`src/obe_cfg.svh`:
```
// Constants for the one-bit enable-gated execution unit: register offsets,
// field positions and reset values.
// Assumes a 32-bit APB register bus with word-aligned byte addresses.
`ifndef OBE_CFG_SVH
`define OBE_CFG_SVH

// ============================================================
// Register byte offsets
`define OBE_CTRL_OFS        8'h00
`define OBE_STATUS_OFS      8'h04
`define OBE_COUNT_OFS       8'h08

// ============================================================
// Control register fields
`define OBE_CTRL_RUN_BIT    0
`define OBE_CTRL_RESET      1'b1

// ============================================================
// Status register fields
`define OBE_ST_RESULT_BIT   0
`define OBE_ST_ENABLE_BIT   1
`define OBE_ST_INEN_BIT     2
`define OBE_ST_SKIP_BIT     3

// ============================================================
// Reset values of the execution state
`define OBE_RESULT_RESET    1'b0
`define OBE_ENABLE_RESET    1'b0
`define OBE_INEN_RESET      1'b0

`endif

```
`src/obe_pkg.sv`:
```
// Types shared by the one-bit enable-gated execution unit.
// Assumes nothing beyond a SystemVerilog compiler.
package obe_pkg;

	// ============================================================
	// Instruction codes, one instruction per clock
	typedef enum logic [3:0] {
		OBE_IDLE_ZERO   = 4'h0,
		OBE_FETCH_INPUT = 4'h1,
		OBE_FETCH_INV   = 4'h2,
		OBE_AND         = 4'h3,
		OBE_AND_INV     = 4'h4,
		OBE_OR          = 4'h5,
		OBE_OR_INV      = 4'h6,
		OBE_XNOR        = 4'h7,
		OBE_WRITE       = 4'h8,
		OBE_WRITE_INV   = 4'h9,
		OBE_INPUT_EN    = 4'ha,
		OBE_OUTPUT_EN   = 4'hb,
		OBE_JUMP        = 4'hc,
		OBE_RETURN      = 4'hd,
		OBE_SKIP_ZERO   = 4'he,
		OBE_IDLE_LAST   = 4'hf
	} obe_op_t;

endpackage : obe_pkg

```
`src/obe_logic_unit.sv`:
```
// Combinational logic unit: next value of the result bit for one instruction.
// Assumes the operand bit has already been gated by the input enable.
`timescale 1ns/1ps

module obe_logic_unit
	import obe_pkg::*;
(
	input  wire obe_op_t op,
	input  wire logic    result_bit,
	input  wire logic    operand,
	output logic         result_next
);

	// ============================================================
	// Result bit update
	always_comb
	begin
		unique case (op)
			OBE_FETCH_INPUT: result_next = operand;
			OBE_FETCH_INV:   result_next = ~operand;
			OBE_AND:         result_next = result_bit & operand;
			OBE_AND_INV:     result_next = result_bit & ~operand;
			OBE_OR:          result_next = result_bit | operand;
			// With the operand wired to the result bit this yields 1.
			OBE_OR_INV:      result_next = result_bit | ~operand;
			OBE_XNOR:        result_next = ~(result_bit ^ operand);
			default:         result_next = result_bit;
		endcase
	end

endmodule : obe_logic_unit

```
`src/obe_exec_unit.sv`:
```
// Execution control of a one-bit control processor with an APB register port.
// Assumes an external program counter, instruction memory and addressed I/O
// latches; the addressed input bit arrives on operand_in in the same cycle.
//
// What this block does
// - Write strobe appears only while the output enable latch holds 1.
// - Output enable latch loads from any addressed input bit, gated by the input enable.
// - Enable load addressed at the result bit copies it into the latch; the output enable only while the input enable holds 1.
// - Fetch instruction copies the addressed input, gated by the input enable, into the result bit.
// - Store writes the result bit, inverted store writes its complement.
// - OR-with-complement on the result bit's own input yields 1.
// - Cycle count per instruction is the same whether enabled or disabled.
// - Every instruction takes exactly one clock period.
// - Idle instruction with code 0 pulses the zero marker flag, whatever its operand.
`timescale 1ns/1ps
`include "obe_cfg.svh"

module obe_exec_unit
	import obe_pkg::*;
(
	input  wire logic        pclk,
	input  wire logic        presetn,
	input  wire logic [7:0]  paddr,
	input  wire logic        psel,
	input  wire logic        penable,
	input  wire logic        pwrite,
	input  wire logic [31:0] pwdata,
	output logic      [31:0] prdata,
	output logic             pready,
	output logic             pslverr,
	input  wire logic [3:0]  instr_op,
	input  wire logic        operand_in,
	output logic             write_strobe,
	output logic             data_out,
	output logic             result_bit,
	output logic             zero_flag,
	output logic             last_flag,
	output logic             jump_pulse,
	output logic             return_pulse
);

	// ============================================================
	// Declarations
	obe_op_t     op;
	logic        run_q;
	logic        result_bit_register_q;
	logic        output_enable_latch_q;
	logic        input_enable_q;
	logic        skip_q;
	logic [15:0] count_q;
	logic        execute;
	logic        operand;
	logic        result_next;
	logic        write_result_op;
	logic        write_inverted_op;
	logic        idle_op;
	logic        access;
	logic        wr_take;
	logic        addr_ok;
	logic [31:0] rd_mux;

	assign op                = obe_op_t'(instr_op);
	// A skipped instruction still consumes its clock period, so timing stays fixed.
	assign execute           = run_q & ~skip_q;
	assign operand           = operand_in & input_enable_q;
	assign write_result_op   = (op == OBE_WRITE);
	assign write_inverted_op = (op == OBE_WRITE_INV);
	assign idle_op           = (op == OBE_IDLE_ZERO) | (op == OBE_IDLE_LAST);

	obe_logic_unit u_logic
	(
		.op          (op),
		.result_bit  (result_bit_register_q),
		.operand     (operand),
		.result_next (result_next)
	);

	// ============================================================
	// Result bit register
	always_ff @(posedge pclk or negedge presetn)
	begin
		if (!presetn)
			result_bit_register_q <= `OBE_RESULT_RESET;
		else if (execute)
			result_bit_register_q <= result_next;
	end

	// ============================================================
	// Output enable and input enable latches
	// The input enable loads the addressed input directly and the output enable loads it gated by the input enable,
	// so with input enabled a tied input gives a constant enable and the fed-back result bit gives a computed one.
	always_ff @(posedge pclk or negedge presetn)
	begin
		if (!presetn)
			output_enable_latch_q <= `OBE_ENABLE_RESET;
		else if (execute && op == OBE_OUTPUT_EN)
			output_enable_latch_q <= operand;
	end

	always_ff @(posedge pclk or negedge presetn)
	begin
		if (!presetn)
			input_enable_q <= `OBE_INEN_RESET;
		else if (execute && op == OBE_INPUT_EN)
			input_enable_q <= operand_in;
	end

	// ============================================================
	// Skip on zero: the next instruction is ignored but still takes its cycle
	always_ff @(posedge pclk or negedge presetn)
	begin
		if (!presetn)
			skip_q <= 1'b0;
		else if (run_q)
			skip_q <= ~skip_q & (op == OBE_SKIP_ZERO) & ~result_bit_register_q;
	end

	// ============================================================
	// Write strobe and data
	// The strobe is registered, so it stands for the one period after the
	// store is sampled; disabled stores advance exactly as enabled ones do.
	always_ff @(posedge pclk or negedge presetn)
	begin
		if (!presetn)
		begin
			write_strobe <= 1'b0;
			data_out     <= 1'b0;
		end
		else
		begin
			write_strobe <= execute & output_enable_latch_q
			                & (write_result_op | write_inverted_op);
			if (execute && write_result_op)
				data_out <= result_bit_register_q;
			else if (execute && write_inverted_op)
				data_out <= ~result_bit_register_q;
		end
	end

	// ============================================================
	// Flag pulses, one clock each
	always_ff @(posedge pclk or negedge presetn)
	begin
		if (!presetn)
		begin
			zero_flag    <= 1'b0;
			last_flag    <= 1'b0;
			jump_pulse   <= 1'b0;
			return_pulse <= 1'b0;
		end
		else
		begin
			zero_flag    <= execute & (op == OBE_IDLE_ZERO);
			last_flag    <= execute & (op == OBE_IDLE_LAST);
			jump_pulse   <= execute & (op == OBE_JUMP);
			return_pulse <= execute & (op == OBE_RETURN);
		end
	end

	always_ff @(posedge pclk or negedge presetn)
	begin
		if (!presetn)
			result_bit <= `OBE_RESULT_RESET;
		else
			result_bit <= result_next & execute | result_bit_register_q & ~execute;
	end

	// ============================================================
	// Executed-instruction counter, wraps at 16 bits
	always_ff @(posedge pclk or negedge presetn)
	begin
		if (!presetn)
			count_q <= 16'h0000;
		else if (execute)
			count_q <= count_q + 16'h0001;
	end

	// ============================================================
	// APB slave: no wait states, every access answered in its second cycle
	assign access  = psel & penable & pready;
	assign wr_take = access & pwrite & addr_ok;
	assign addr_ok = (paddr == `OBE_CTRL_OFS) | (paddr == `OBE_STATUS_OFS)
	                 | (paddr == `OBE_COUNT_OFS);

	always_comb
	begin
		rd_mux = 32'h0000_0000;
		unique case (paddr)
			`OBE_CTRL_OFS:   rd_mux[`OBE_CTRL_RUN_BIT] = run_q;
			`OBE_STATUS_OFS:
			begin
				rd_mux[`OBE_ST_RESULT_BIT] = result_bit_register_q;
				rd_mux[`OBE_ST_ENABLE_BIT] = output_enable_latch_q;
				rd_mux[`OBE_ST_INEN_BIT]   = input_enable_q;
				rd_mux[`OBE_ST_SKIP_BIT]   = skip_q;
			end
			`OBE_COUNT_OFS:  rd_mux[15:0] = count_q;
			default:         rd_mux = 32'h0000_0000;
		endcase
	end

	always_ff @(posedge pclk or negedge presetn)
	begin
		if (!presetn)
		begin
			pready  <= 1'b0;
			pslverr <= 1'b0;
			prdata  <= 32'h0000_0000;
		end
		else
		begin
			pready  <= psel & ~penable;
			pslverr <= psel & ~penable & ~addr_ok;
			prdata  <= (psel & ~penable & ~pwrite) ? rd_mux : 32'h0000_0000;
		end
	end

	// Clearing the run bit freezes execution; writes to status or count are ignored.
	always_ff @(posedge pclk or negedge presetn)
	begin
		if (!presetn)
			run_q <= `OBE_CTRL_RESET;
		else if (wr_take && paddr == `OBE_CTRL_OFS)
			run_q <= pwdata[`OBE_CTRL_RUN_BIT];
	end

endmodule : obe_exec_unit

```
`config.mk`:
```
export PLATFORM = sky130hd
export DESIGN_NAME = obe_exec_unit
export DESIGN_NICKNAME = d
export VERILOG_FILES = /design/src/obe_pkg.sv /design/src/obe_logic_unit.sv /design/src/obe_exec_unit.sv
export VERILOG_INCLUDE_DIRS = /design/src
export SDC_FILE = /design/constraint.sdc
export NUM_CORES = 1
export LEC_CHECK = 0
export BUFFER_PORTS_ARGS = -buffer_cell sky130_fd_sc_hd__buf_2
export CORE_MARGIN = 3
export CORE_UTILIZATION = 28
export DETAILED_ROUTE_END_ITERATION = 16
export PLACE_DENSITY = 0.58
export SLEW_MARGIN = 20
export SYNTH_ARGS = -nofsm -noshare
export SYNTH_HDL_FRONTEND = slang
export SYNTH_SLANG_ARGS = --single-unit
export TNS_END_PERCENT = 20
```
`constraint.sdc`:
```
create_clock -name pclk -period 1.4 [get_ports pclk]
set_input_delay 0.14 -clock pclk [delete_from_list [all_inputs] [get_ports pclk]]
set_output_delay 0.14 -clock pclk [all_outputs]
set_load 0.005 [all_outputs]
```
Word-level counts from Yosys, hierarchy flattened
Cells that the tools add are included.
{"block": "totals", "reg_bits": 46, "latch_bits": 0, "mem_bits_rw": 0, "rom_bits": 0, "inputBits": 50, "wordCells": 85, "mem_count": 0}
{"block": "op_classes", "add_sub_neg": 1, "multipliers": 0, "n_div": 0, "n_lt_le_gt_ge": 0, "eq_ne": 17, "shift": 0, "muxes": 7, "bitwise": 36, "n_reduce_logical": 8}
{"operator": "== test 4 bit (second input constant)", "count": 8}
{"operator": "bitwise AND 1 bit", "count": 21}
{"operator": "adder 16 x 1 -> 16 bit (second input constant)", "count": 1}
{"operator": "== test 4 x 3 -> 1 bit (second input constant)", "count": 4}
{"operator": "two-way mux 16 bit", "count": 1}
{"operator": "two-way mux 12 bit", "count": 1}
{"operator": "== test 4 x 2 -> 1 bit (second input constant)", "count": 2}
{"operator": "== test 8 x 3 -> 1 bit (second input constant)", "count": 1}
{"operator": "== test 8 x 4 -> 1 bit (second input constant)", "count": 1}
{"operator": "zero test 8 bit", "count": 1}
{"operator": "inverter 1 bit", "count": 8}
{"operator": "one-hot mux 1 bit (7 select lines)", "count": 1}
{"operator": "bitwise OR 1 bit", "count": 6}
{"operator": "one-hot mux 3 bit (2 select lines)", "count": 1}
{"operator": "logical AND 1 bit", "count": 5}
{"operator": "== test 4 x 1 -> 1 bit (second input constant)", "count": 1}
{"operator": "zero test 4 bit", "count": 1}
{"operator": "one-hot mux 1 bit (3 select lines)", "count": 1}
{"operator": "two-way mux 1 bit", "count": 2}
{"operator": "nonzero test 2 bit", "count": 1}
{"operator": "XOR 1 bit", "count": 1}

Depth between registers and ports, before layout
Gate-level depths: netlist of the first run.
{"block": "logic_depth", "depth_word": 6, "mapped_depth": 5, "depth_no_buf": 5}

Hierarchy
Synthesis of the first run repeated with hierarchy kept, for this count alone.
{"block": "unflattened", "hier_cells": 181, "area_unflattened_um2": 2040.7}
{"module": "obe_exec_unit", "instances": 1, "cells_per_inst": 172, "area_each_um2": 1978.1, "seq_area_each_um2": 1152.4}
{"module": "obe_logic_unit", "instances": 1, "cells_per_inst": 9, "area_each_um2": 62.6, "seq_area_each_um2": 0.0}

Least setup slack after synthesis of the first run
Ideal clock, no wire load.
{"block": "synth_timing", "path_type": "register to register", "start": "register run_q", "end": "register data_out", "arrival_time_ns": 1.295, "t_required_ns": 1.275, "path_slack_ns": -0.020, "stages_incl_launch_ff": 5, "cell_sequence": "dfstp_2 and2b_1 nand3_1 nor2_1 mux2_2"}
{"block": "synth_between", "elab_chain_cells": 3, "word_cells_on_any_way": 5, "cone_classes": "mux: 1; bitwise: 1; reduce/logical: 3"}
{"element": "start, declared", "line_no": "obe_exec_unit.sv:45", "source": "logic run_q;"}
{"element": "start signal, assigned", "line_no": "obe_exec_unit.sv:222", "source": "run_q <= `OBE_CTRL_RESET;"}
{"element": "start signal, assigned", "line_no": "obe_exec_unit.sv:224", "source": "run_q <= pwdata[`OBE_CTRL_RUN_BIT];"}
{"element": "bitwise AND 1 bit *", "line_no": "obe_exec_unit.sv:64", "source": "assign execute = run_q & ~skip_q;"}
{"element": "logical AND 1 bit, on equally long branches", "line_no": "obe_exec_unit.sv:133, obe_exec_unit.sv:135"}
{"element": "two-way mux 1 bit or nonzero test 2 bit (tied branches)"}
{"element": "end signal, assigned", "line_no": "obe_exec_unit.sv:134", "source": "data_out <= result_bit_register_q;"}
{"element": "end signal, assigned", "line_no": "obe_exec_unit.sv:136", "source": "data_out <= ~result_bit_register_q;"}
{"element": "end, declared", "line_no": "obe_exec_unit.sv:34", "source": "output logic data_out,"}
Mark *: on every way between the ends. The rest lies on a longest branch, timed or not.
A chain may end at the register's enable or synchronous reset.

Worst setup path in the final report of the first run
{"block": "layout_timing", "start": "register run_q", "end": "register count_q[15]"}
{"block": "layout_between", "elab_chain_cells": 1}
{"element": "bitwise AND 1 bit", "line_no": "obe_exec_unit.sv:64"}
{"element": "end signal, assigned", "line_no": "obe_exec_unit.sv:175", "source": "count_q <= count_q + 16'h0001;"}
{"element": "end, declared", "line_no": "obe_exec_unit.sv:50", "source": "logic [15:0] count_q;"}
No other way between the ends.

==> flow_summary.html, run 1 <==
<table>
<tr><th>Metric</th><th>Value</th></tr>
<tr><th colspan="2">Run status</th></tr>
<tr><td>Run status</td><td>finished with violations</td></tr>
<tr><td>Violated checks</td><td>negative setup slack</td></tr>
<tr><th colspan="2">Place</th></tr>
<tr><td>Detail Placement HPWL</td><td>3024 um</td></tr>
<tr><td>Number of port buffers</td><td>43</td></tr>
<tr><td>Instance count after placement with tap cells included</td><td>344</td></tr>
<tr><td>Final weighted congestion in routability-driven placement</td><td>about 0.78</td></tr>
<tr><td>DP Area</td><td>roughly 2500 um2</td></tr>
<tr><th colspan="2">Synth</th></tr>
<tr><td>Area share of xor/xnor cells in the synthesized design</td><td>between 7 and 8%</td></tr>
<tr><td>Post-synthesis instance area</td><td>around 2100 um2</td></tr>
<tr><td>Dominant cell type by area after synthesis</td><td>sky130_fd_sc_hd__dfrtp_1</td></tr>
<tr><td>Share of Yosys cell area claimed by the top area cell type</td><td>a little over half</td></tr>
<tr><td>Sequential-to-total area share from yosys stat</td><td>~56%</td></tr>
<tr><td>Avg Synthesized Cell Area</td><td>~11 um2</td></tr>
<tr><td>Post-synthesis mux area share</td><td>between 2 and 2.5%</td></tr>
<tr><td>Post-Synth Simple-Gate Area</td><td>22.20%</td></tr>
<tr><td>Adder and majority gate portion of the synthesized area</td><td>less than 1%</td></tr>
<tr><td>Post-synth cell types</td><td>41</td></tr>
<tr><td>Cells after synthesis</td><td>between 150 and 200</td></tr>
<tr><td>Area fraction in compound gates after synthesis</td><td>between 4 and 5%</td></tr>
<tr><td>Largest family of logic cells by synthesized area</td><td>simple AND/OR/NAND/NOR gates</td></tr>
<tr><td>Number of warnings printed during yosys synthesis</td><td>0</td></tr>
<tr><td>Synth area leaders</td><td>sky130_fd_sc_hd__dfrtp_1 54%, sky130_fd_sc_hd__xnor2_1 6.4%, sky130_fd_sc_hd__buf_4 5.8%</td></tr>
<tr><td>Number of synthesized register bits</td><td>46</td></tr>
<tr><th colspan="2">Power</th></tr>
<tr><td>Pwr Density</td><td>874.3 nW/um2</td></tr>
<tr><td>Leakage</td><td>1.356 nW</td></tr>
<tr><td>Final total power</td><td>approximately 0.0023 W</td></tr>
<tr><td>Maximum VDD drop</td><td>roughly 0.00035 V</td></tr>
<tr><th colspan="2">Drt</th></tr>
<tr><td>Post-detailed-route count of antenna-violating nets</td><td>0</td></tr>
<tr><td>Average wire length per cell after detail routing</td><td>11.09 um</td></tr>
<tr><td>Routed via count divided by cell count</td><td>about 4.2</td></tr>
<tr><td>Total number of vias</td><td>~1500</td></tr>
<tr><td>Starting DRT DRC Count</td><td>24</td></tr>
<tr><td>Count of TritonRoute iterations in the first routing pass</td><td>4</td></tr>
<tr><td>Total detailed-routing wirelength</td><td>slightly below 4000 um</td></tr>
<tr><td>Number of design rule violations left after detail routing</td><td>0</td></tr>
<tr><th colspan="2">Worst setup path</th></tr>
<tr><td>Crit start category</td><td>register</td></tr>
<tr><td>Worst Path Required</td><td>1590 ps</td></tr>
<tr><td>Worst path arrival time</td><td>1630 ps</td></tr>
<tr><td>CP top delay family</td><td>simple AND/OR/NAND/NOR gates</td></tr>
<tr><td>Sum of buffers and inverters on the critical path</td><td>0</td></tr>
<tr><td>Critical Path Slowest Stage Cell</td><td>sky130_fd_sc_hd__dfstp_2</td></tr>
<tr><td>Cell-by-cell trace of the critical path</td><td>nand3b_1 &gt; nor4b_4 &gt; nand3_1 &gt; xnor2_1</td></tr>
<tr><td>Max Fanout on Critical Path</td><td>4</td></tr>
<tr><td>Largest stage delay on the critical path</td><td>between 500 and 600 ps</td></tr>
<tr><td>Critical path class</td><td>register to register</td></tr>
<tr><td>Startpoint of the lowest-slack register-to-register path</td><td>run_q$_DFFE_PN1P_</td></tr>
<tr><td>Slack of the worst reg-to-reg path</td><td>-40 ps</td></tr>
<tr><td>Critical path launch point</td><td>run_q$_DFFE_PN1P_</td></tr>
<tr><td>Critical Path End Type</td><td>register</td></tr>
<tr><th colspan="2">Timing</th></tr>
<tr><td>Max-slew violation count</td><td>0</td></tr>
<tr><td>Fin crit share</td><td>102.6%</td></tr>
<tr><td>Setup repair after global routing missed its margin</td><td>yes</td></tr>
<tr><td>Upper clock frequency limit</td><td>just under 0.7 GHz</td></tr>
<tr><td>Final worst setup slack</td><td>-36.81 ps</td></tr>
<tr><td>Minimum clock period after layout</td><td>~1400 ps</td></tr>
<tr><td>Post-Route Skew</td><td>4.927 ps</td></tr>
<tr><td>Final setup violation count</td><td>1</td></tr>
<tr><td>Setup TNS Final</td><td>-36.81 ps</td></tr>
<tr><td>Endpoints failing hold</td><td>0</td></tr>
<tr><th colspan="2">Floorplan</th></tr>
<tr><td>Starting utilization of the core area</td><td>29.62%</td></tr>
<tr><td>Die H</td><td>91.95 um</td></tr>
<tr><td>Number of top-level pins</td><td>~90</td></tr>
<tr><td>Horizontal die dimension</td><td>about 92 um</td></tr>
<tr><td>Area of the die</td><td>roughly 8500 um2</td></tr>
<tr><td>Core box area</td><td>roughly 7000 um2</td></tr>
<tr><td>Row count</td><td>30</td></tr>
<tr><th colspan="2">Global route</th></tr>
<tr><td>Number of global-route vias before repair</td><td>around 1500</td></tr>
<tr><td>Global Route met3 Usage</td><td>between 4 and 5%</td></tr>
<tr><td>First-pass GRT wire length</td><td>~7000 um</td></tr>
<tr><td>Busiest grt layer</td><td>met2</td></tr>
<tr><td>Initial antenna violation count</td><td>0</td></tr>
<tr><td>Met2 layer usage reported by global route</td><td>between 15 and 20%</td></tr>
<tr><td>Overall routing resource usage</td><td>10.31%</td></tr>
<tr><td>Pin count of the biggest net entering global routing</td><td>47</td></tr>
<tr><td>Total grt overflow</td><td>0</td></tr>
<tr><td>Met1 Use GR</td><td>a little under an eighth</td></tr>
<tr><th colspan="2">CTS</th></tr>
<tr><td>TritonCTS clock tree</td><td>built</td></tr>
<tr><td>Cts bufs inserted</td><td>5</td></tr>
<tr><td>Clock Latency Late Sink</td><td>approximately 300 ps</td></tr>
<tr><td>H-tree lvl count</td><td>2</td></tr>
<tr><td>Clock transition at the registers of the reported paths</td><td>around 80 ps</td></tr>
<tr><td>Clk root buf</td><td>sky130_fd_sc_hd__clkbuf_8</td></tr>
<tr><td>Worst-case clock buffer depth</td><td>2</td></tr>
<tr><td># clock sinks</td><td>46</td></tr>
<tr><td>Count of buffers added by post-CTS timing repair for setup</td><td>0</td></tr>
<tr><th colspan="2">Job</th></tr>
<tr><td>Max Cap Viol</td><td>0</td></tr>
<tr><th colspan="2">Cells and area</th></tr>
<tr><td>P&amp;R area growth vs syn</td><td>29.10%</td></tr>
<tr><td>Non-filler cells, final</td><td>around 350</td></tr>
<tr><td>Final net count</td><td>307</td></tr>
<tr><td>Flip-flop and latch area</td><td>between 1000 and 1500 um2</td></tr>
<tr><td>Commonest cells after routing, fill and taps aside</td><td>45 x sky130_fd_sc_hd__dfrtp_1, 43 x sky130_fd_sc_hd__buf_2, 23 x sky130_fd_sc_hd__buf_4</td></tr>
<tr><td>Share of cells above drive strength 1</td><td>36.58%</td></tr>
<tr><td>Antenna diode instance count</td><td>0</td></tr>
<tr><td>Most common cell after layout, fill and taps aside</td><td>sky130_fd_sc_hd__dfrtp_1</td></tr>
<tr><td>Area taken by multi-input logic gates</td><td>about 880 um2</td></tr>
<tr><td>Area of all placed cells without fillers</td><td>around 2700 um2</td></tr>
<tr><td>Layout fillers</td><td>a little over 700</td></tr>
<tr><th colspan="2">Hold path</th></tr>
<tr><td>Hold Startpoint</td><td>penable</td></tr>
<tr><td>Worst min-delay path category</td><td>primary input to register</td></tr>
</table>
[cell type report]
cell class              count  area share, %
repair buffers             68          15.65
flip-flops and latches     46          43.16
well taps                  96          4.499
clock inverters             1         0.1874
inverters                   3         0.4217
clock buffers               7          3.233
multi-input cells         132          32.85
[final timing paths]
kind	endpoint	cells past startpoint
max	count_q[15]$_DFFE_PN0P_	4
min	pready$_DFF_PN0_	2
max reg2reg	count_q[15]$_DFFE_PN0P_	4
min reg2reg	count_q[15]$_DFFE_PN0P_	1
max in group asynchronous	run_q$_DFFE_PN1P_	3
min in group asynchronous	prdata[6]$_DFF_PN0_	3
[layer usage]
metal / share of wire [%] / up-vias
met1: 44 / 690
met5: 0 / -
met4: 0.59 / 0
met2: 48 / 53
met3: 7.5 / 2
li1: - / 733
[timing repair]
item                                    4_1_cts  5_1_grt
resized for setup                             1       11
pin swaps                                     1        7
hold buffers                                  1        0
endpoints found under the setup margin        2       13
endpoints found under the hold margin        45        0
[report_power, final]
part	leakage, nW	total (W)	internal, W	switching (W)
clock network	0.0482	0.000836	0.000399	0.000438
registers	0.630	0.00135	0.00134	0.00000997
logic	0.678	0.000150	0.0000614	0.0000888
total	1.36	0.00233	0.00180	0.000536
[cells by family after synthesis]
logic type                 count (synthesis)
buffers and inverters                     22
and+or+nand+nor                           79
other                                      1
DFF                                       46
xor gates and xnor gates                  17
muxes                                      4
adders and majority gates                  1
AOI/OAI and AO/OA                         15
[synthesized netlist by cell type]
cell type	instances
sky130_fd_sc_hd__a21o_1	1
sky130_fd_sc_hd__a21oi_1	3
sky130_fd_sc_hd__a22oi_1	3
sky130_fd_sc_hd__a311oi_1	1
sky130_fd_sc_hd__a31oi_1	1
sky130_fd_sc_hd__a41oi_1	1
sky130_fd_sc_hd__and2_1	12
sky130_fd_sc_hd__and2_2	1
sky130_fd_sc_hd__and2b_1	1
sky130_fd_sc_hd__and3_1	1
sky130_fd_sc_hd__and3b_1	1
sky130_fd_sc_hd__and4_1	1
sky130_fd_sc_hd__buf_2	2
sky130_fd_sc_hd__buf_4	16
sky130_fd_sc_hd__clkbuf_1	1
sky130_fd_sc_hd__conb_1	1
sky130_fd_sc_hd__dfrtp_1	45
sky130_fd_sc_hd__dfstp_2	1
sky130_fd_sc_hd__ha_1	1
sky130_fd_sc_hd__inv_1	3
sky130_fd_sc_hd__mux2_2	3
sky130_fd_sc_hd__mux2i_1	1
sky130_fd_sc_hd__nand2_1	13
sky130_fd_sc_hd__nand2b_1	2
sky130_fd_sc_hd__nand3_1	11
sky130_fd_sc_hd__nand3b_1	2
sky130_fd_sc_hd__nand4_1	3
sky130_fd_sc_hd__nand4_4	1
sky130_fd_sc_hd__nor2_1	17
sky130_fd_sc_hd__nor2b_1	4
sky130_fd_sc_hd__nor3_1	3
sky130_fd_sc_hd__nor3b_1	2
sky130_fd_sc_hd__nor3b_2	2
sky130_fd_sc_hd__nor4b_4	1
sky130_fd_sc_hd__o211ai_1	1
sky130_fd_sc_hd__o21ai_0	2
sky130_fd_sc_hd__o31ai_1	1
sky130_fd_sc_hd__o32ai_1	1
sky130_fd_sc_hd__or3_1	1
sky130_fd_sc_hd__xnor2_1	15
sky130_fd_sc_hd__xor2_1	2
[per-stage QoR]
| step | setup WS [ps] | utilization [%] | hold WS, ps |
|---|---|---|---|
| floorplan | 5.358 | - | -155.6 |
| global placement | -50.32 | 36.18 | 139.8 |
| detailed placement | -39.25 | 36.18 | 142.0 |
| CTS | -63.04 | 37.69 | 21.69 |
| global route | -134.5 | 38.24 | 26.38 |
| finish | -36.81 | 38.24 | 29.06 |
[flip-flops by register name (all words and copies together) (netlist names)]
register and count:
input_enable_q 1, write_strobe 1, pslverr 1, output_enable_latch_q 1, zero_flag 1, result_bit 1
last_flag 1, skip_q 1, return_pulse 1, jump_pulse 1, result_bit_register_q 1, run_q 1
count_q 16, prdata 16, data_out 1, pready 1
No activity file was read; power rests on OpenSTA's default activity.
==> run 2, diff against run 1 <==
- PLACE_DENSITY: 0.58 -> unset
==> flow_summary.html, run 2 (same netlist as run 1, synthesis figures left out) <==
<table>
<tr><th>Metric</th><th>Value</th></tr>
<tr><th colspan="2">CTS</th></tr>
<tr><td>Worst-case clock buffer depth</td><td>2 (unchanged)</td></tr>
<tr><td>Cts bufs inserted</td><td>5 (unchanged)</td></tr>
<tr><td>TritonCTS clock tree</td><td>built</td></tr>
<tr><td>Clock transition at the registers of the reported paths</td><td>90 ps (about the same)</td></tr>
<tr><td># clock sinks</td><td>46 (unchanged)</td></tr>
<tr><td>H-tree lvl count</td><td>2 (unchanged)</td></tr>
<tr><td>Clk root buf</td><td>sky130_fd_sc_hd__clkbuf_8</td></tr>
<tr><td>Clock Latency Late Sink</td><td>300 ps (about the same)</td></tr>
<tr><th colspan="2">Place</th></tr>
<tr><td>DP Area</td><td>2499 um2 (-1.1%)</td></tr>
<tr><td>Final weighted congestion in routability-driven placement</td><td>0.7836 (about the same)</td></tr>
<tr><td>Detail Placement HPWL</td><td>3022 um (about the same)</td></tr>
<tr><td>Number of port buffers</td><td>43 (unchanged)</td></tr>
<tr><td>Instance count after placement with tap cells included</td><td>342 (-0.58%)</td></tr>
<tr><th colspan="2">Global route</th></tr>
<tr><td>Number of global-route vias before repair</td><td>1501 (-2.5%)</td></tr>
<tr><td>Pin count of the biggest net entering global routing</td><td>28 (-40%)</td></tr>
<tr><td>Initial antenna violation count</td><td>0 (unchanged)</td></tr>
<tr><td>Total grt overflow</td><td>0 (unchanged)</td></tr>
<tr><td>First-pass GRT wire length</td><td>6617 um (-3.1%)</td></tr>
<tr><td>Overall routing resource usage</td><td>9.972% (-0.34 points)</td></tr>
<tr><th colspan="2">Run status</th></tr>
<tr><td>Violated checks</td><td>negative setup slack</td></tr>
<tr><td>Run status</td><td>finished with violations</td></tr>
<tr><th colspan="2">Power</th></tr>
<tr><td>Total internal power</td><td>0.001940 W (+7.9%)</td></tr>
<tr><td>Switching portion of total power</td><td>23.01% (+0.025 points)</td></tr>
<tr><td>Maximum VDD drop</td><td>0.0003034 V (-13%)</td></tr>
<tr><td>Pwr Density</td><td>941.9 nW/um2 (+7.7%)</td></tr>
<tr><td>Combinational Power Share</td><td>5.8% (-0.6 points)</td></tr>
<tr><td>Share of total power in sequential cells</td><td>53.6% (-4.1 points)</td></tr>
<tr><td>Part of the power in the clock network</td><td>40.6% (+4.8 points)</td></tr>
<tr><td>Leakage</td><td>1.358 nW (+0.13%)</td></tr>
<tr><td>Switching power</td><td>0.0005797 W (+8.1%)</td></tr>
<tr><th colspan="2">Timing</th></tr>
<tr><td>Max-slew violation count</td><td>0 (unchanged)</td></tr>
<tr><td>Setup repair after global routing missed its margin</td><td>yes</td></tr>
<tr><td>Minimum clock period after layout</td><td>1408 ps (-28.79 ps)</td></tr>
<tr><td>Final worst setup slack</td><td>-8.013 ps (+28.79 ps)</td></tr>
<tr><td>Final setup violation count</td><td>4 (+3)</td></tr>
<tr><td>Endpoints failing hold</td><td>0 (unchanged)</td></tr>
<tr><td>Upper clock frequency limit</td><td>0.7102 GHz (+2.0%)</td></tr>
<tr><td>Post-Route Skew</td><td>6.783 ps (+1.856 ps)</td></tr>
<tr><td>Fin crit share</td><td>100.6% (-2.1 points)</td></tr>
<tr><th colspan="2">Hold path</th></tr>
<tr><td>Hold Startpoint</td><td>penable</td></tr>
<tr><td>Min-Delay Endpoint</td><td>pready$_DFF_PN0_</td></tr>
<tr><td>Worst min-delay path category</td><td>primary input to register</td></tr>
<tr><td>Number of stages on the worst hold path</td><td>2 (unchanged)</td></tr>
<tr><th colspan="2">Worst setup path</th></tr>
<tr><td>Crit start category</td><td>register</td></tr>
<tr><td>Startpoint of the lowest-slack register-to-register path</td><td>run_q$_DFFE_PN1P_</td></tr>
<tr><td>Critical path class</td><td>register to register</td></tr>
<tr><td>Reg2Reg Depth</td><td>4 (unchanged)</td></tr>
<tr><td>Worst path arrival time</td><td>1610 ps (-20 ps)</td></tr>
<tr><td>Critical register-to-register path endpoint</td><td>count_q[15]$_DFFE_PN0P_</td></tr>
<tr><td>Worst Path Required</td><td>1600 ps (about the same)</td></tr>
<tr><td>Slack of the worst reg-to-reg path</td><td>-8 ps (+30 ps)</td></tr>
<tr><td>Max Fanout on Critical Path</td><td>4 (unchanged)</td></tr>
<tr><td>Critical Path End Type</td><td>register</td></tr>
<tr><th colspan="2">Job</th></tr>
<tr><td>Max Cap Viol</td><td>0 (unchanged)</td></tr>
<tr><th colspan="2">Drt</th></tr>
<tr><td>Total number of vias</td><td>1493 (+1.0%)</td></tr>
<tr><td>Starting DRT DRC Count</td><td>11 (-54%)</td></tr>
<tr><td>Total detailed-routing wirelength</td><td>3963 um (+1.3%)</td></tr>
<tr><td>Routed via count divided by cell count</td><td>4.241 (+1.3%)</td></tr>
<tr><td>Count of TritonRoute iterations in the first routing pass</td><td>4 (unchanged)</td></tr>
<tr><td>Average wire length per cell after detail routing</td><td>11.26 um (+1.5%)</td></tr>
<tr><td>Number of design rule violations left after detail routing</td><td>0 (unchanged)</td></tr>
<tr><td>Post-detailed-route count of antenna-violating nets</td><td>0 (unchanged)</td></tr>
<tr><th colspan="2">Cells and area</th></tr>
<tr><td>Most common cell after layout, fill and taps aside</td><td>sky130_fd_sc_hd__dfrtp_1</td></tr>
<tr><td>Antenna diode instance count</td><td>0 (unchanged)</td></tr>
<tr><td>Non-filler cells, final</td><td>352 (-0.28%)</td></tr>
<tr><td>Area of all placed cells without fillers</td><td>2675 um2 (+0.19%)</td></tr>
<tr><td>P&amp;R area growth vs syn</td><td>29.34%</td></tr>
<tr><td>Largest registers ranked by flip-flop count</td><td>count_q: 16 flops, prdata: 16 flops</td></tr>
<tr><td>Share of cells above drive strength 1</td><td>35.94% (-0.64 points)</td></tr>
<tr><td>Final net count</td><td>306 (-0.33%)</td></tr>
<tr><td>Commonest cells after routing, fill and taps aside</td><td>45 x sky130_fd_sc_hd__dfrtp_1, 43 x sky130_fd_sc_hd__buf_2, 22 x sky130_fd_sc_hd__buf_4</td></tr>
<tr><td>Utilization after layout</td><td>38.32% (+0.072 points)</td></tr>
<tr><th colspan="2">Floorplan</th></tr>
<tr><td>Core box area</td><td>6982 um2 (unchanged)</td></tr>
<tr><td>Horizontal die dimension</td><td>91.95 um (unchanged)</td></tr>
<tr><td>Area of the die</td><td>8454 um2 (unchanged)</td></tr>
<tr><td>Starting utilization of the core area</td><td>29.62% (unchanged)</td></tr>
<tr><td>Number of top-level pins</td><td>91 (unchanged)</td></tr>
<tr><td>Row count</td><td>30 (unchanged)</td></tr>
<tr><td>Die H</td><td>91.95 um (unchanged)</td></tr>
</table>
-- run 2: repair_timing --
item | CTS | global route
hold buffers | 1 | 0
pin swaps | 2 | 3
setup buffers | 1 | 0
setup endpoints to repair | 7 | 14
resized for setup | 1 | 9
cloned | 0 | 0
endpoints found under the hold margin | 45 | 0
-- run 2: per-stage QoR --
step	worst slack (ps)	TNS [ps]	total power [W]	hold WS (ps)
after global routing	-110.3	-547.0	0.002647	27.23
after CTS	-31.33	-87.58	0.002566	9.216
final	-8.013	-17.59	0.002520	26.66
after detailed placement	-24.35	-61.46	0.001516	121.7
after floorplan	5.358	0	0.001461	-155.6
after global placement	-16.82	-43.51	0.001513	113.5
-- run 2: worst max-delay path: stages (launching register included) --
cell and delay (ps):
sky130_fd_sc_hd__dfstp_2 570, sky130_fd_sc_hd__nand3b_1 160, sky130_fd_sc_hd__nor4b_4 300, sky130_fd_sc_hd__nand3_1 130, sky130_fd_sc_hd__xnor2_1 140
-- run 2: per-layer routing --
metal  GRT usage, %  wire length (um)  up-vias
li1               -                 -      734
met1          10.83              1631      702
met3          3.774               293        4
met4          3.713                39        0
met5              0                 0        -
met2          17.58              1998       53
-- run 2: power groups by stage --
stage	combinational (W)	sequential (W)	clock (W)
floorplan	0.0000903	0.00137	0
global placement	0.000138	0.00138	0
detailed placement	0.000141	0.00137	0
CTS	0.000144	0.00135	0.00107
global route	0.000167	0.00135	0.00113
finish	0.000146	0.00135	0.00102
-- run 2: layout make-up --
class / count / area [um2]
Inverter: 3 / 11.26
Sequential cell: 46 / 1152
Multi-Input combinational cell: 132 / 872.1
Clock buffer: 5 / 68.82
Fill cell: 719 / 4307
Timing Repair Buffer: 67 / 401.6
Tap cell: 96 / 120.1
Clock inverter: 3 / 48.80
-- run 2: how the worst max path moves through the flow --
| stage | slack [ps] | endpoint | start |
|---|---|---|---|
| after floorplan | 5 | data_out$_DFFE_PN0P_ | run_q$_DFFE_PN1P_ |
| after global placement | -20 | count_q[15]$_DFFE_PN0P_ | run_q$_DFFE_PN1P_ |
| after detailed placement | -20 | count_q[15]$_DFFE_PN0P_ | run_q$_DFFE_PN1P_ |
| after CTS | -30 | count_q[15]$_DFFE_PN0P_ | run_q$_DFFE_PN1P_ |
| after global routing | -110 | count_q[13]$_DFFE_PN0P_ | run_q$_DFFE_PN1P_ |
| final | -8 | count_q[15]$_DFFE_PN0P_ | run_q$_DFFE_PN1P_ |
